==> src/dmtc_params.svh <==
// constants for the dual mode timer with capture
// assumes a 32-bit AXI4-Lite register bus and byte-wide registers
`ifndef DMTC_PARAMS_SVH
`define DMTC_PARAMS_SVH

// ****************************************
// register indices, byte address = 4 x index
// ****************************************
`define DMTC_IDX_MATCH_LOW 16'h7F14
`define DMTC_IDX_MATCH_HIGH 16'h7F15
`define DMTC_IDX_CONTROL 16'h7F16
`define DMTC_IDX_DIVIDER_MODE 16'h7F17

// ****************************************
// reset values
// ****************************************
`define DMTC_RST_MATCH_LOW 8'h00
`define DMTC_RST_MATCH_HIGH 8'h00
`define DMTC_RST_CONTROL 8'h00
`define DMTC_RST_DIVIDER_MODE 8'h00

// ****************************************
// bus answers
// ****************************************
`define DMTC_RESP_OKAY 2'h0
`define DMTC_RESP_SLVERR 2'h2
`define DMTC_ADDR_W 18

`endif

==> src/dmtc_pkg.sv <==
// types for the dual mode timer with capture
// assumes dmtc_params.svh holds the numeric constants
package dmtc_pkg;

    // ****************************************
    // count source encoding
    // ****************************************
    typedef enum logic [1:0] {
        SRC_SYSTEM,
        SRC_RC_OSC,
        SRC_CRYSTAL_A,
        SRC_CRYSTAL_B
    } dmtc_source_type;

    // ****************************************
    // register layouts
    // ****************************************
    typedef struct packed {
        logic high_count_enable;
        logic high_match_flag;
        logic high_irq_enable;
        dmtc_source_type count_source_select;
        logic run;
        logic low_match_flag;
        logic low_irq_enable;
    } dmtc_control_type;

    typedef struct packed {
        logic capture_read_select;
        logic split_byte_mode;
        logic capture_enable;
        logic [4:0] divider_limit;
    } dmtc_divider_mode_type;

endpackage

==> src/dmtc_timer.sv <==
// dual mode timer with capture: prescaler, two counter bytes, AXI4-Lite slave
// assumes oscillator inputs are synchronous levels; one clock, clock enable
//
// The AXI4-Lite interface to the registers is this design's own decision.
`include "dmtc_params.svh"

module dmtc_timer (
    // clock, reset, enable
    input wire logic ref_clk_i,
    input wire logic arst_n_i,
    input wire logic clk_en_i,
    // count sources
    input wire logic rc_osc_i,
    input wire logic crystal_source_a_i,
    input wire logic crystal_source_b_i,
    // axi4-lite write
    input wire logic [`DMTC_ADDR_W-1:0] s_axi_awaddr_i,
    input wire logic s_axi_awvalid_i,
    output logic s_axi_awready_o,
    input wire logic [31:0] s_axi_wdata_i,
    input wire logic [3:0] s_axi_wstrb_i,
    input wire logic s_axi_wvalid_i,
    output logic s_axi_wready_o,
    output logic [1:0] s_axi_bresp_o,
    output logic s_axi_bvalid_o,
    input wire logic s_axi_bready_i,
    // axi4-lite read
    input wire logic [`DMTC_ADDR_W-1:0] s_axi_araddr_i,
    input wire logic s_axi_arvalid_i,
    output logic s_axi_arready_o,
    output logic [31:0] s_axi_rdata_o,
    output logic [1:0] s_axi_rresp_o,
    output logic s_axi_rvalid_o,
    input wire logic s_axi_rready_i,
    // interrupt requests
    output logic irq_low_o,
    output logic irq_high_o
);

    // ****************************************
    // registers and state
    // ****************************************
    logic [7:0] match_low_q;
    logic [7:0] match_high_q;
    dmtc_pkg::dmtc_control_type ctrl_q, ctrl_d;
    dmtc_pkg::dmtc_divider_mode_type divm_q;
    logic [4:0] pre_q, pre_d;
    logic [7:0] low_q, low_d, high_q, high_d;
    logic [7:0] buf_low_q, buf_low_d, buf_high_q, buf_high_d;
    logic [7:0] cap_low_q, cap_high_q;
    logic src_prev_q;
    logic aw_full_q, w_full_q;
    logic [`DMTC_ADDR_W-3:0] aw_idx_q;
    logic [7:0] wdata_q;
    logic wstrb_q;

    // ****************************************
    // bus decode
    // ****************************************
    wire aw_hs = s_axi_awvalid_i & s_axi_awready_o;
    wire w_hs = s_axi_wvalid_i & s_axi_wready_o;
    wire ar_hs = s_axi_arvalid_i & s_axi_arready_o;
    wire commit = aw_full_q & w_full_q & ~s_axi_bvalid_o;
    wire wr_ok = commit & wstrb_q;
    wire wr_mlow = wr_ok && aw_idx_q == `DMTC_IDX_MATCH_LOW;
    wire wr_mhigh = wr_ok && aw_idx_q == `DMTC_IDX_MATCH_HIGH;
    wire wr_ctrl = wr_ok && aw_idx_q == `DMTC_IDX_CONTROL;
    wire wr_divm = wr_ok && aw_idx_q == `DMTC_IDX_DIVIDER_MODE;
    wire aw_mapped = aw_idx_q >= `DMTC_IDX_MATCH_LOW && aw_idx_q <= `DMTC_IDX_DIVIDER_MODE;
    wire [`DMTC_ADDR_W-3:0] ar_idx = s_axi_araddr_i[`DMTC_ADDR_W-1:2];
    wire ar_mapped = ar_idx >= `DMTC_IDX_MATCH_LOW && ar_idx <= `DMTC_IDX_DIVIDER_MODE;
    dmtc_pkg::dmtc_control_type wr_ctrl_val;
    assign wr_ctrl_val = dmtc_pkg::dmtc_control_type'(wdata_q);

    wire [7:0] rd_low = divm_q.capture_read_select ? cap_low_q : match_low_q;
    wire [7:0] rd_high = divm_q.capture_read_select ? cap_high_q : match_high_q;
    wire [7:0] rd_byte = (ar_idx == `DMTC_IDX_MATCH_LOW) ? rd_low :
                         (ar_idx == `DMTC_IDX_MATCH_HIGH) ? rd_high :
                         (ar_idx == `DMTC_IDX_CONTROL) ? ctrl_q : divm_q;

    // ****************************************
    // count source and prescaler
    // ****************************************
    wire run = ctrl_q.run;
    wire split = divm_q.split_byte_mode;
    wire src_lvl = (ctrl_q.count_source_select == dmtc_pkg::SRC_RC_OSC) ? rc_osc_i :
                   (ctrl_q.count_source_select == dmtc_pkg::SRC_CRYSTAL_A) ? crystal_source_a_i :
                   crystal_source_b_i;
    wire src_tick = (ctrl_q.count_source_select == dmtc_pkg::SRC_SYSTEM) |
                    (src_lvl & ~src_prev_q);
    wire pre_hit = run & src_tick & (pre_q == divm_q.divider_limit);
    wire high_run = split ? ctrl_q.high_count_enable : run;
    wire full_hit = pre_hit & ({high_q, low_q} == {buf_high_q, buf_low_q});
    wire low_hit = split ? (pre_hit & (low_q == buf_low_q)) : full_hit;
    wire high_hit = split ? (high_run & (high_q == buf_high_q)) : full_hit;
    wire low_wrap = pre_hit & (low_q == 8'hFF);

    always_comb begin
        pre_d = pre_q;
        if (!run) begin
            pre_d = 5'h00;
        end else if (pre_hit) begin
            pre_d = 5'h00;
        end else if (src_tick) begin
            pre_d = pre_q + 5'h01;
        end
    end

    // ****************************************
    // counter bytes
    // ****************************************
    always_comb begin
        low_d = low_q;
        if (!run || low_hit) begin
            low_d = 8'h00;
        end else if (pre_hit) begin
            low_d = low_q + 8'h01;
        end
    end

    always_comb begin
        high_d = high_q;
        if (!high_run || high_hit) begin
            high_d = 8'h00;
        end else if (split || low_wrap) begin
            high_d = high_q + 8'h01;
        end
    end

    assign buf_low_d = (!run || low_q == 8'h00) ? match_low_q : buf_low_q;
    assign buf_high_d = (!high_run || high_q == 8'h00) ? match_high_q : buf_high_q;

    // ****************************************
    // control register and flags
    // ****************************************
    always_comb begin
        ctrl_d = wr_ctrl ? wr_ctrl_val : ctrl_q;
        // low flag set on match, high flag only on split-mode high match; set wins over clear
        if (low_hit) begin
            ctrl_d.low_match_flag = 1'b1;
        end
        if (split && high_hit) begin
            ctrl_d.high_match_flag = 1'b1;
        end
    end

    wire high_rise = ctrl_d.high_match_flag & ~ctrl_q.high_match_flag;
    wire low_rise = ctrl_d.low_match_flag & ~ctrl_q.low_match_flag;
    wire cap_low_en = divm_q.capture_enable & high_rise;
    wire cap_high_en = divm_q.capture_enable & (split ? low_rise : high_rise);

    // ****************************************
    // timer state
    // ****************************************
    // zero reset, timer stopped
    always_ff @(posedge ref_clk_i or negedge arst_n_i) begin
        if (!arst_n_i) begin
            match_low_q <= `DMTC_RST_MATCH_LOW;
            match_high_q <= `DMTC_RST_MATCH_HIGH;
            ctrl_q <= `DMTC_RST_CONTROL;
            divm_q <= `DMTC_RST_DIVIDER_MODE;
            pre_q <= 5'h00;
            low_q <= 8'h00;
            high_q <= 8'h00;
            buf_low_q <= 8'h00;
            buf_high_q <= 8'h00;
            cap_low_q <= 8'h00;
            cap_high_q <= 8'h00;
            src_prev_q <= 1'b0;
            irq_low_o <= 1'b0;
            irq_high_o <= 1'b0;
        end else if (clk_en_i) begin
            if (wr_mlow) match_low_q <= wdata_q;
            if (wr_mhigh) match_high_q <= wdata_q;
            if (wr_divm) divm_q <= wdata_q;
            ctrl_q <= ctrl_d;
            pre_q <= pre_d;
            low_q <= low_d;
            high_q <= high_d;
            buf_low_q <= buf_low_d;
            buf_high_q <= buf_high_d;
            if (cap_low_en) cap_low_q <= low_q;
            if (cap_high_en) cap_high_q <= high_q;
            src_prev_q <= src_lvl;
            irq_low_o <= ctrl_d.low_irq_enable & ctrl_d.low_match_flag;
            irq_high_o <= ctrl_d.high_irq_enable & ctrl_d.high_match_flag;
        end
    end

    // ****************************************
    // axi4-lite slave
    // ****************************************
    always_ff @(posedge ref_clk_i or negedge arst_n_i) begin
        if (!arst_n_i) begin
            s_axi_awready_o <= 1'b0;
            s_axi_wready_o <= 1'b0;
            aw_full_q <= 1'b0;
            w_full_q <= 1'b0;
            aw_idx_q <= '0;
            wdata_q <= 8'h00;
            wstrb_q <= 1'b0;
            s_axi_bvalid_o <= 1'b0;
            s_axi_bresp_o <= `DMTC_RESP_OKAY;
        end else if (clk_en_i) begin
            if (aw_hs) begin
                aw_idx_q <= s_axi_awaddr_i[`DMTC_ADDR_W-1:2];
                aw_full_q <= 1'b1;
                s_axi_awready_o <= 1'b0;
            end else if (!aw_full_q && !s_axi_bvalid_o) begin
                s_axi_awready_o <= 1'b1;
            end
            if (w_hs) begin
                wdata_q <= s_axi_wdata_i[7:0];
                wstrb_q <= s_axi_wstrb_i[0];
                w_full_q <= 1'b1;
                s_axi_wready_o <= 1'b0;
            end else if (!w_full_q && !s_axi_bvalid_o) begin
                s_axi_wready_o <= 1'b1;
            end
            if (commit) begin
                aw_full_q <= 1'b0;
                w_full_q <= 1'b0;
                s_axi_bvalid_o <= 1'b1;
                s_axi_bresp_o <= aw_mapped ? `DMTC_RESP_OKAY : `DMTC_RESP_SLVERR;
            end else if (s_axi_bready_i) begin
                s_axi_bvalid_o <= 1'b0;
            end
        end
    end

    always_ff @(posedge ref_clk_i or negedge arst_n_i) begin
        if (!arst_n_i) begin
            s_axi_arready_o <= 1'b0;
            s_axi_rvalid_o <= 1'b0;
            s_axi_rdata_o <= 32'h0000_0000;
            s_axi_rresp_o <= `DMTC_RESP_OKAY;
        end else if (clk_en_i) begin
            if (ar_hs) begin
                s_axi_arready_o <= 1'b0;
                s_axi_rvalid_o <= 1'b1;
                s_axi_rdata_o <= ar_mapped ? {24'h00_0000, rd_byte} : 32'h0000_0000;
                s_axi_rresp_o <= ar_mapped ? `DMTC_RESP_OKAY : `DMTC_RESP_SLVERR;
            end else if (s_axi_rvalid_o && s_axi_rready_i) begin
                s_axi_rvalid_o <= 1'b0;
            end else if (!s_axi_rvalid_o) begin
                s_axi_arready_o <= 1'b1;
            end
        end
    end
endmodule

==> config.mk <==
export PLATFORM = sky130hd
export DESIGN_NAME = dmtc_timer
export DESIGN_NICKNAME = d
export VERILOG_FILES = /design/src/dmtc_pkg.sv /design/src/dmtc_timer.sv
export VERILOG_INCLUDE_DIRS = /design/src
export SDC_FILE = /design/constraint.sdc
export NUM_CORES = 1
export LEC_CHECK = 0
export CAP_MARGIN = 30
export CELL_PAD_IN_SITES_DETAIL_PLACEMENT = 0
export CELL_PAD_IN_SITES_GLOBAL_PLACEMENT = 1
export CORE_MARGIN = 2
export CORE_UTILIZATION = 35
export CTS_CLUSTER_SIZE = 40
export DETAILED_ROUTE_END_ITERATION = 8
export DONT_BUFFER_PORTS = 1
export GPL_TIMING_DRIVEN = 1
export HOLD_SLACK_MARGIN = 0.15
export MAX_ROUTING_LAYER = met4
export PLACE_DENSITY_LB_ADDON = 0.1
export SKIP_LAST_GASP = 1
export SYNTH_ARGS = -nofsm -noshare
export SYNTH_HDL_FRONTEND = slang
export SYNTH_SLANG_ARGS = --single-unit
export TNS_END_PERCENT = 50
==> constraint.sdc <==
create_clock -name ref_clk_i -period 3 [get_ports ref_clk_i]
set_clock_uncertainty 0.1 [all_clocks]
set_input_delay 0.45 -clock ref_clk_i [delete_from_list [all_inputs] [get_ports ref_clk_i]]
set_output_delay 0.45 -clock ref_clk_i [all_outputs]
set_load 0.005 [all_outputs]
After elaboration in Yosys (flattened, before gate mapping). Cells that the tools add are included.

Register bits: 156. Bits of input ports: 83. Logic and storage cells: 176.

Add/subtract/negate cells: 3. Order comparisons: 4. Equal/unequal tests: 17. Mux-type cells: 39. Bitwise logic cells: 24. Reductions and logical operators: 53.

Operators by type and width (count): equality test 16 x 15 -> 1 bit (second input constant) (7); two-way mux 8 bit (10); AND reduction 2 bit (21); >= comparator 16 x 15 -> 1 bit (second input constant) (2); less-or-equal comparator 16 x 15 -> 1 bit (second input constant) (2); two-way mux 1 bit (23); AND 1 bit (19); adder 8 x 1 -> 8 bit (second input constant) (2); equality test 16 bit (1); equality test 8 bit (2); zero test 8 bit (2); nonzero test 2 bit (8); two-way mux 5 bit (3); logical AND 1 bit (10); equality test 8 bit (second input constant) (1); two-way mux 7 bit (1); adder 5 x 1 -> 5 bit (second input constant) (1); equality test 5 bit (1); zero test 1 bit (5); logical OR 1 bit (5); two-way mux 2 bit (2); NOT 1 bit (4); inequality test 3 x 1 -> 1 bit (second input constant) (1); AND reduction 3 bit (1); other kinds (6) (6).

Longest topological paths before layout.
Depth after elaboration: 15. Gate-level depth with buffers: 8. Mapped depth without buffers: 6.

Worst setup path after synthesis. No wires, ideal clock.

Path type: input -> register. Start point: input s_axi_araddr_i[9]. End point: register s_axi_rdata_o[5]. Library setup time: 0.122 ns. Arrival time: 2.070 ns. Data required time: 2.778 ns. Setup slack: 0.709 ns. Cell stages on the path: 7. Path buffers: 1. Path through: nand4bb_1 or4_1 buf_2 or3_1 o22ai_1 nand2_1 a32o_1.

Longest elaborated chain between the ends: 5. Elaborated cells on any way between the ends: 10. Classes of those cells: order compare: 2; eq/ne: 3; mux: 4; reduce/logical: 1.

Ends and longest elaborated chain: from (decl) (RTL line dmtc_timer.sv:28) `` input wire logic [`DMTC_ADDR_W-1:0] s_axi_araddr_i, ``; branches (longest 4 deep; another with >= comparator 16 x 15 -> 1 bit); two-way mux 8 bit * (RTL line dmtc_timer.sv:241) `s_axi_rdata_o <= ar_mapped ? {24'h00_0000, rd_byte} : 32'h0000_0000;`; to (signal assigned) (RTL line dmtc_timer.sv:241); to (decl) (RTL line dmtc_timer.sv:31) `output logic [31:0] s_axi_rdata_o,`.

Every way passes the cells marked *. A chain may end at the register's enable or synchronous reset.

Final worst setup path.
Start point: register ctrl_q[3] in the netlist's numbering. End point: register high_q[0].

Longest elaborated chain between the ends: 12. Elaborated cells on any way between the ends: 17. Classes of those cells: eq/ne: 2; mux: 4; bitwise: 6; reduce/logical: 5.

Ends and longest elaborated chain: from (decl) (RTL line dmtc_timer.sv:45) `dmtc_pkg::dmtc_control_type ctrl_q, ctrl_d;`; from (signal assigned) (RTL line dmtc_timer.sv:160) `` ctrl_q <= `DMTC_RST_CONTROL; ``; from (signal assigned) (RTL line dmtc_timer.sv:176) `ctrl_q <= ctrl_d;`; equality test 2 bit (RTL line dmtc_timer.sv:87) `(ctrl_q.count_source_select == dmtc_pkg::SRC_CRYSTAL_A) ? crystal_source_a_i :`; two-way mux 1 bit (RTL line dmtc_timer.sv:87); two-way mux 1 bit (RTL line dmtc_timer.sv:86) `wire src_lvl = (ctrl_q.count_source_select == dmtc_pkg::SRC_RC_OSC) ? rc_osc_i :`; AND 1 bit (RTL line dmtc_timer.sv:90) `(src_lvl & ~src_prev_q);`; bitwise OR 1 bit * (RTL line dmtc_timer.sv:89) `wire src_tick = (ctrl_q.count_source_select == dmtc_pkg::SRC_SYSTEM) |`; AND 1 bit * (2 in a row) (RTL line dmtc_timer.sv:91) `wire pre_hit = run & src_tick & (pre_q == divm_q.divider_limit);`; AND 1 bit (RTL line dmtc_timer.sv:93) `wire full_hit = pre_hit & ({high_q, low_q} == {buf_high_q, buf_low_q});`; two-way mux 1 bit (RTL line dmtc_timer.sv:95) `wire high_hit = split ? (high_run & (high_q == buf_high_q)) : full_hit;`; logical OR 1 bit (RTL line dmtc_timer.sv:123) `if (!high_run || high_hit) begin`; nonzero test 2 bit (no source line); AND reduction 2 bit (no source line); to (signal assigned) (RTL line dmtc_timer.sv:179) `high_q <= high_d;`; to (decl) (RTL line dmtc_timer.sv:48) `logic [7:0] low_q, low_d, high_q, high_d;`.

Mark *: on every way between the ends. The rest lies on a longest branch, timed or not.

==> out/results.tsv <==
stage	metric	value	unit
clock_network	clkTransAtPathRegs	0.06	ns
logic_synthesis	syn-instance-count	617	
placed_design	post_dp_cell_area	7120	um^2
final_layout	area_delta_synth_final	17.2	%
critical_path	critical_path_class	register to register	
placed_design	dp.cells	877	
drt	wire_per_inst	19.4	um
floorplanning	fp.dieW	144	um
drt	drtPass1Iterations	5	
critical_path	r2r_start	ctrl_q[3]	
drt	top_layer_used	met4	
final_layout	nets	749	
drt	drt_iter0_drc	287	
logic_synthesis	syn-mean-instance-area	11.0	um^2
timing	worst_slew_pin_slew	1.22	ns
power_and_ir_drop	peakVddDrop	0.000423	V
final_layout	final_cells	939	
clock_network	tritoncts	done	
clock_network	cts_resized	0	
logic_synthesis	yosys.area.top_type	dfrtp_1	
timing	max_freq	381	MHz
grt	gr-usage-all-layers	19.1	%
drt	wl_met1	8600	um
power_and_ir_drop	p_seq_share	47.8	%
clock_network	post-cts-setup-buffers	0	
power_and_ir_drop	combPwrFrac	10.4	%
outcome	outcome	complete, but fails checks	
timing	fin_crit	2.62	ns
clock_network	htree_num_levels	4	
final_layout	utilization	41.4	%
placed_design	gp_congestion	0.782	
placed_design	place_hpwl	12900	um
logic_synthesis	ys.flop_type	dfrtp_1	
critical_path	r2r_cells	7	
timing	finalHoldViolCount	130	
critical_path	rrSetupSlack	0.38	ns
timing	finalMaxSlewViolations	0	
drt	wl_met2	8690	um
floorplanning	die_area	20600	um^2
drt	dr_wl_met3	669	um
final_layout	antennaDiodeCount	0	
logic_synthesis	async_flop_share	100	%
critical_path	cp_slowest_cell	a32oi_1	
floorplanning	die_y	144	um
critical_path	crit_fanout	14	
timing	holdWs	-0.378	ns
critical_path	r2r_end	high_q[0]	
power_and_ir_drop	p_leak	3.61	nW
drt	routed-via-count	4864	
logic_synthesis	synth-edff-count	0	
timing	finalCritPeriodShare	87.4	%
grt	antenna_found_initial	0	
clock_network	clock_latency	0.43	ns
power_and_ir_drop	sw_frac_of_total	29.6	%
outcome	violations	negative hold slack	
critical_path	path_cells	nand2b_1 > a21oi_1 > o2111a_1 > a32oi_1 > buf_4 > nor4_1 > o21bai_1	
logic_synthesis	ys_warn_count	0	
timing	setup_viol	0	
timing	setup_tns	0	ns
floorplanning	row_count	51	
grt	grt_pass1_wl	28500	um
floorplanning	ios	126	
clock_network	postCtsHoldBufs	30	
power_and_ir_drop	power.total	4.78	mW
drt	vias_per_cell	5.18	
floorplanning	core	19300	um^2
critical_path	cp-end-kind	register	
placed_design	placement.io_buffers	0	
logic_synthesis	synth_top_area_share	47.8	%
power_and_ir_drop	internal_power	3.36	mW
logic_synthesis	syn-cell-area	6810	um^2
clock_network	clock-root-buffer	clkbuf_16	
grt	grt_max_degree	131	
drt	wl	18200	um
clock_network	cts.sinks	130	
final_layout	drive_gt1_share	22.7	%
critical_path	arrival	2.82	ns
clock_network	cts_made_buffers	17	
final_layout	design_area	7990	um^2
grt	grt_remaining_overflow	0	
floorplanning	initial_core_util	35.3	%
power_and_ir_drop	power_switching	1.42	mW
drt	drcViolationCount	0	
logic_synthesis	synth_cell_types	59	
logic_synthesis	synthTopCellsByArea	dfrtp_1, mux2_2, buf_4	
critical_path	required	3.20	ns
logic_synthesis	seq_area_frac_synth	47.8	%
critical_path	cp-start-kind	register	
run	cap_violations	0	
timing	slew-limit-headroom	18.7	%
grt	grt_pass1_vias	4871	
logic_synthesis	synth-seq-cells	130	
clock_network	ctsLongestPathBuffers	2	
timing	rsz0062_at_grt	false	
power_and_ir_drop	pwr-share-clk	41.8	%
critical_path	max_stage_delay	0.90	ns
drt	drt.antenna.violating_nets	0	
power_and_ir_drop	p_per_area	598	nW/um^2
hold_path	min_path_type	input pin to async pin	
power by group through the flow:
stage / registers (mW) / logic (mW) / clock network [mW]
2_1_floorplan: 2.15 / 0.434 / 0
4_1_cts: 2.29 / 0.502 / 2.06
3_5_place_dp: 2.32 / 0.467 / 0
3_3_place_gp: 2.31 / 0.450 / 0
5_1_grt: 2.32 / 0.556 / 2.14
6_report: 2.28 / 0.499 / 2.00
area by class of cell:
| cell class | instances | area, um^2 |
|---|---|---|
| clock inverter | 15 | 144 |
| timing repair buffer | 57 | 515 |
| inverter | 17 | 63.8 |
| tap | 265 | 332 |
| clock buffer | 17 | 425 |
| multi-input combinational | 438 | 3250 |
| fill | 1916 | 11300 |
| sequential | 130 | 3250 |
metal layers:
metal,vias to the layer above,GRT usage (%)
met1,2454,26.1
met3,17,3.87
met5,-,-
li1,2281,-
met4,0,5.57
met2,112,28.8
flip-flops by register name, indices dropped and copies added, names as in the netlist, 8 cells and up:
register / flops
low_q: 8
buf_low_q: 8
aw_idx_q: 16
high_q: 8
match_low_q: 8
match_high_q: 8
cap_low_q: 8
wdata_q: 8
cap_high_q: 8
buf_high_q: 8
s_axi_rdata_o: 8
cell usage in the layout, fill, tap and decap left out, types with 5 or more instances in the layout:
cell and instances:
or3_1 8, xor2_1 21, nand2b_1 7, buf_4 26
clkbuf_16 17, o211ai_1 12, inv_1 17, o21a_1 6
nor2b_1 11, nor4_1 11, nand3_1 22, a21oi_1 33
ha_1 5, mux2_2 81, o21ai_0 14, or4b_1 6
dfrtp_1 130, xnor2_1 7, conb_1 26, nor3b_1 8
dlygate4sd3_1 30, nand4_1 7, inv_6 5, a221oi_1 6
nor2_1 30, mux2i_1 15, nand2_1 32, nor3_1 10
worst max-delay path by stage:
stage,cells past startpoint,endpoint,startpoint,slack [ns]
after CTS,6,high_q[7],ctrl_q[3],0.37
final,7,high_q[0],ctrl_q[3],0.38
after global placement,6,high_q[7],ctrl_q[3],0.42
after global routing,5,divm_q[2],aw_idx_q[5],0.24
after detailed placement,6,high_q[7],ctrl_q[3],0.35
after floorplan,7,s_axi_rdata_o[5],s_axi_araddr_i[9],0.71
cell families (layout without fill, tap and decap cells):
| logic type | after synthesis | count (layout) | share of synthesized area [%] |
|---|---|---|---|
| AOI/OAI and AO/OA | 101 | 101 | 9.72 |
| xor gates and xnor gates | 28 | 28 | 3.60 |
| adders and majority gates | 5 | 5 | 0.918 |
| buffers and inverters | 74 | 106 | 5.86 |
| DFF | 130 | 130 | 47.8 |
| muxes | 96 | 96 | 15.6 |
| other | 1 | 26 | 0.0551 |
| and+or+nand+nor | 182 | 182 | 16.5 |
Yosys cell counts, drive strengths merged (7+ instances only):
cell and number:
buf 34, or4b 8, or3 8, mux2i 15, nor3b 8, xnor2 7
clkbuf 23, a21oi 33, o211ai 12, xor2 21, inv 17, nor4 14
nor2 30, nand4 8, nor3 11, dfrtp 130, o21ai 16, nor2b 11
nand2b 7, nand3 23, nand2 32, mux2 81
worst max-delay path: cells and delay by family, from the launching register on:
family	cells	cell delay, ns
AOI/OAI and AO/OA	4	1.48
DFF	1	0.47
buffers and inverters	1	0.26
and+or+nand+nor	2	0.20
metrics by stage:
stage	hold WS (ns)	setup WS (ns)
2_1_floorplan	0.0544	0.709
3_3_place_gp	0.0587	0.415
3_5_place_dp	0.0588	0.352
4_1_cts	-0.397	0.365
5_1_grt	-0.402	0.239
6_report	-0.378	0.378
Power figures use the tool's default switching activity.
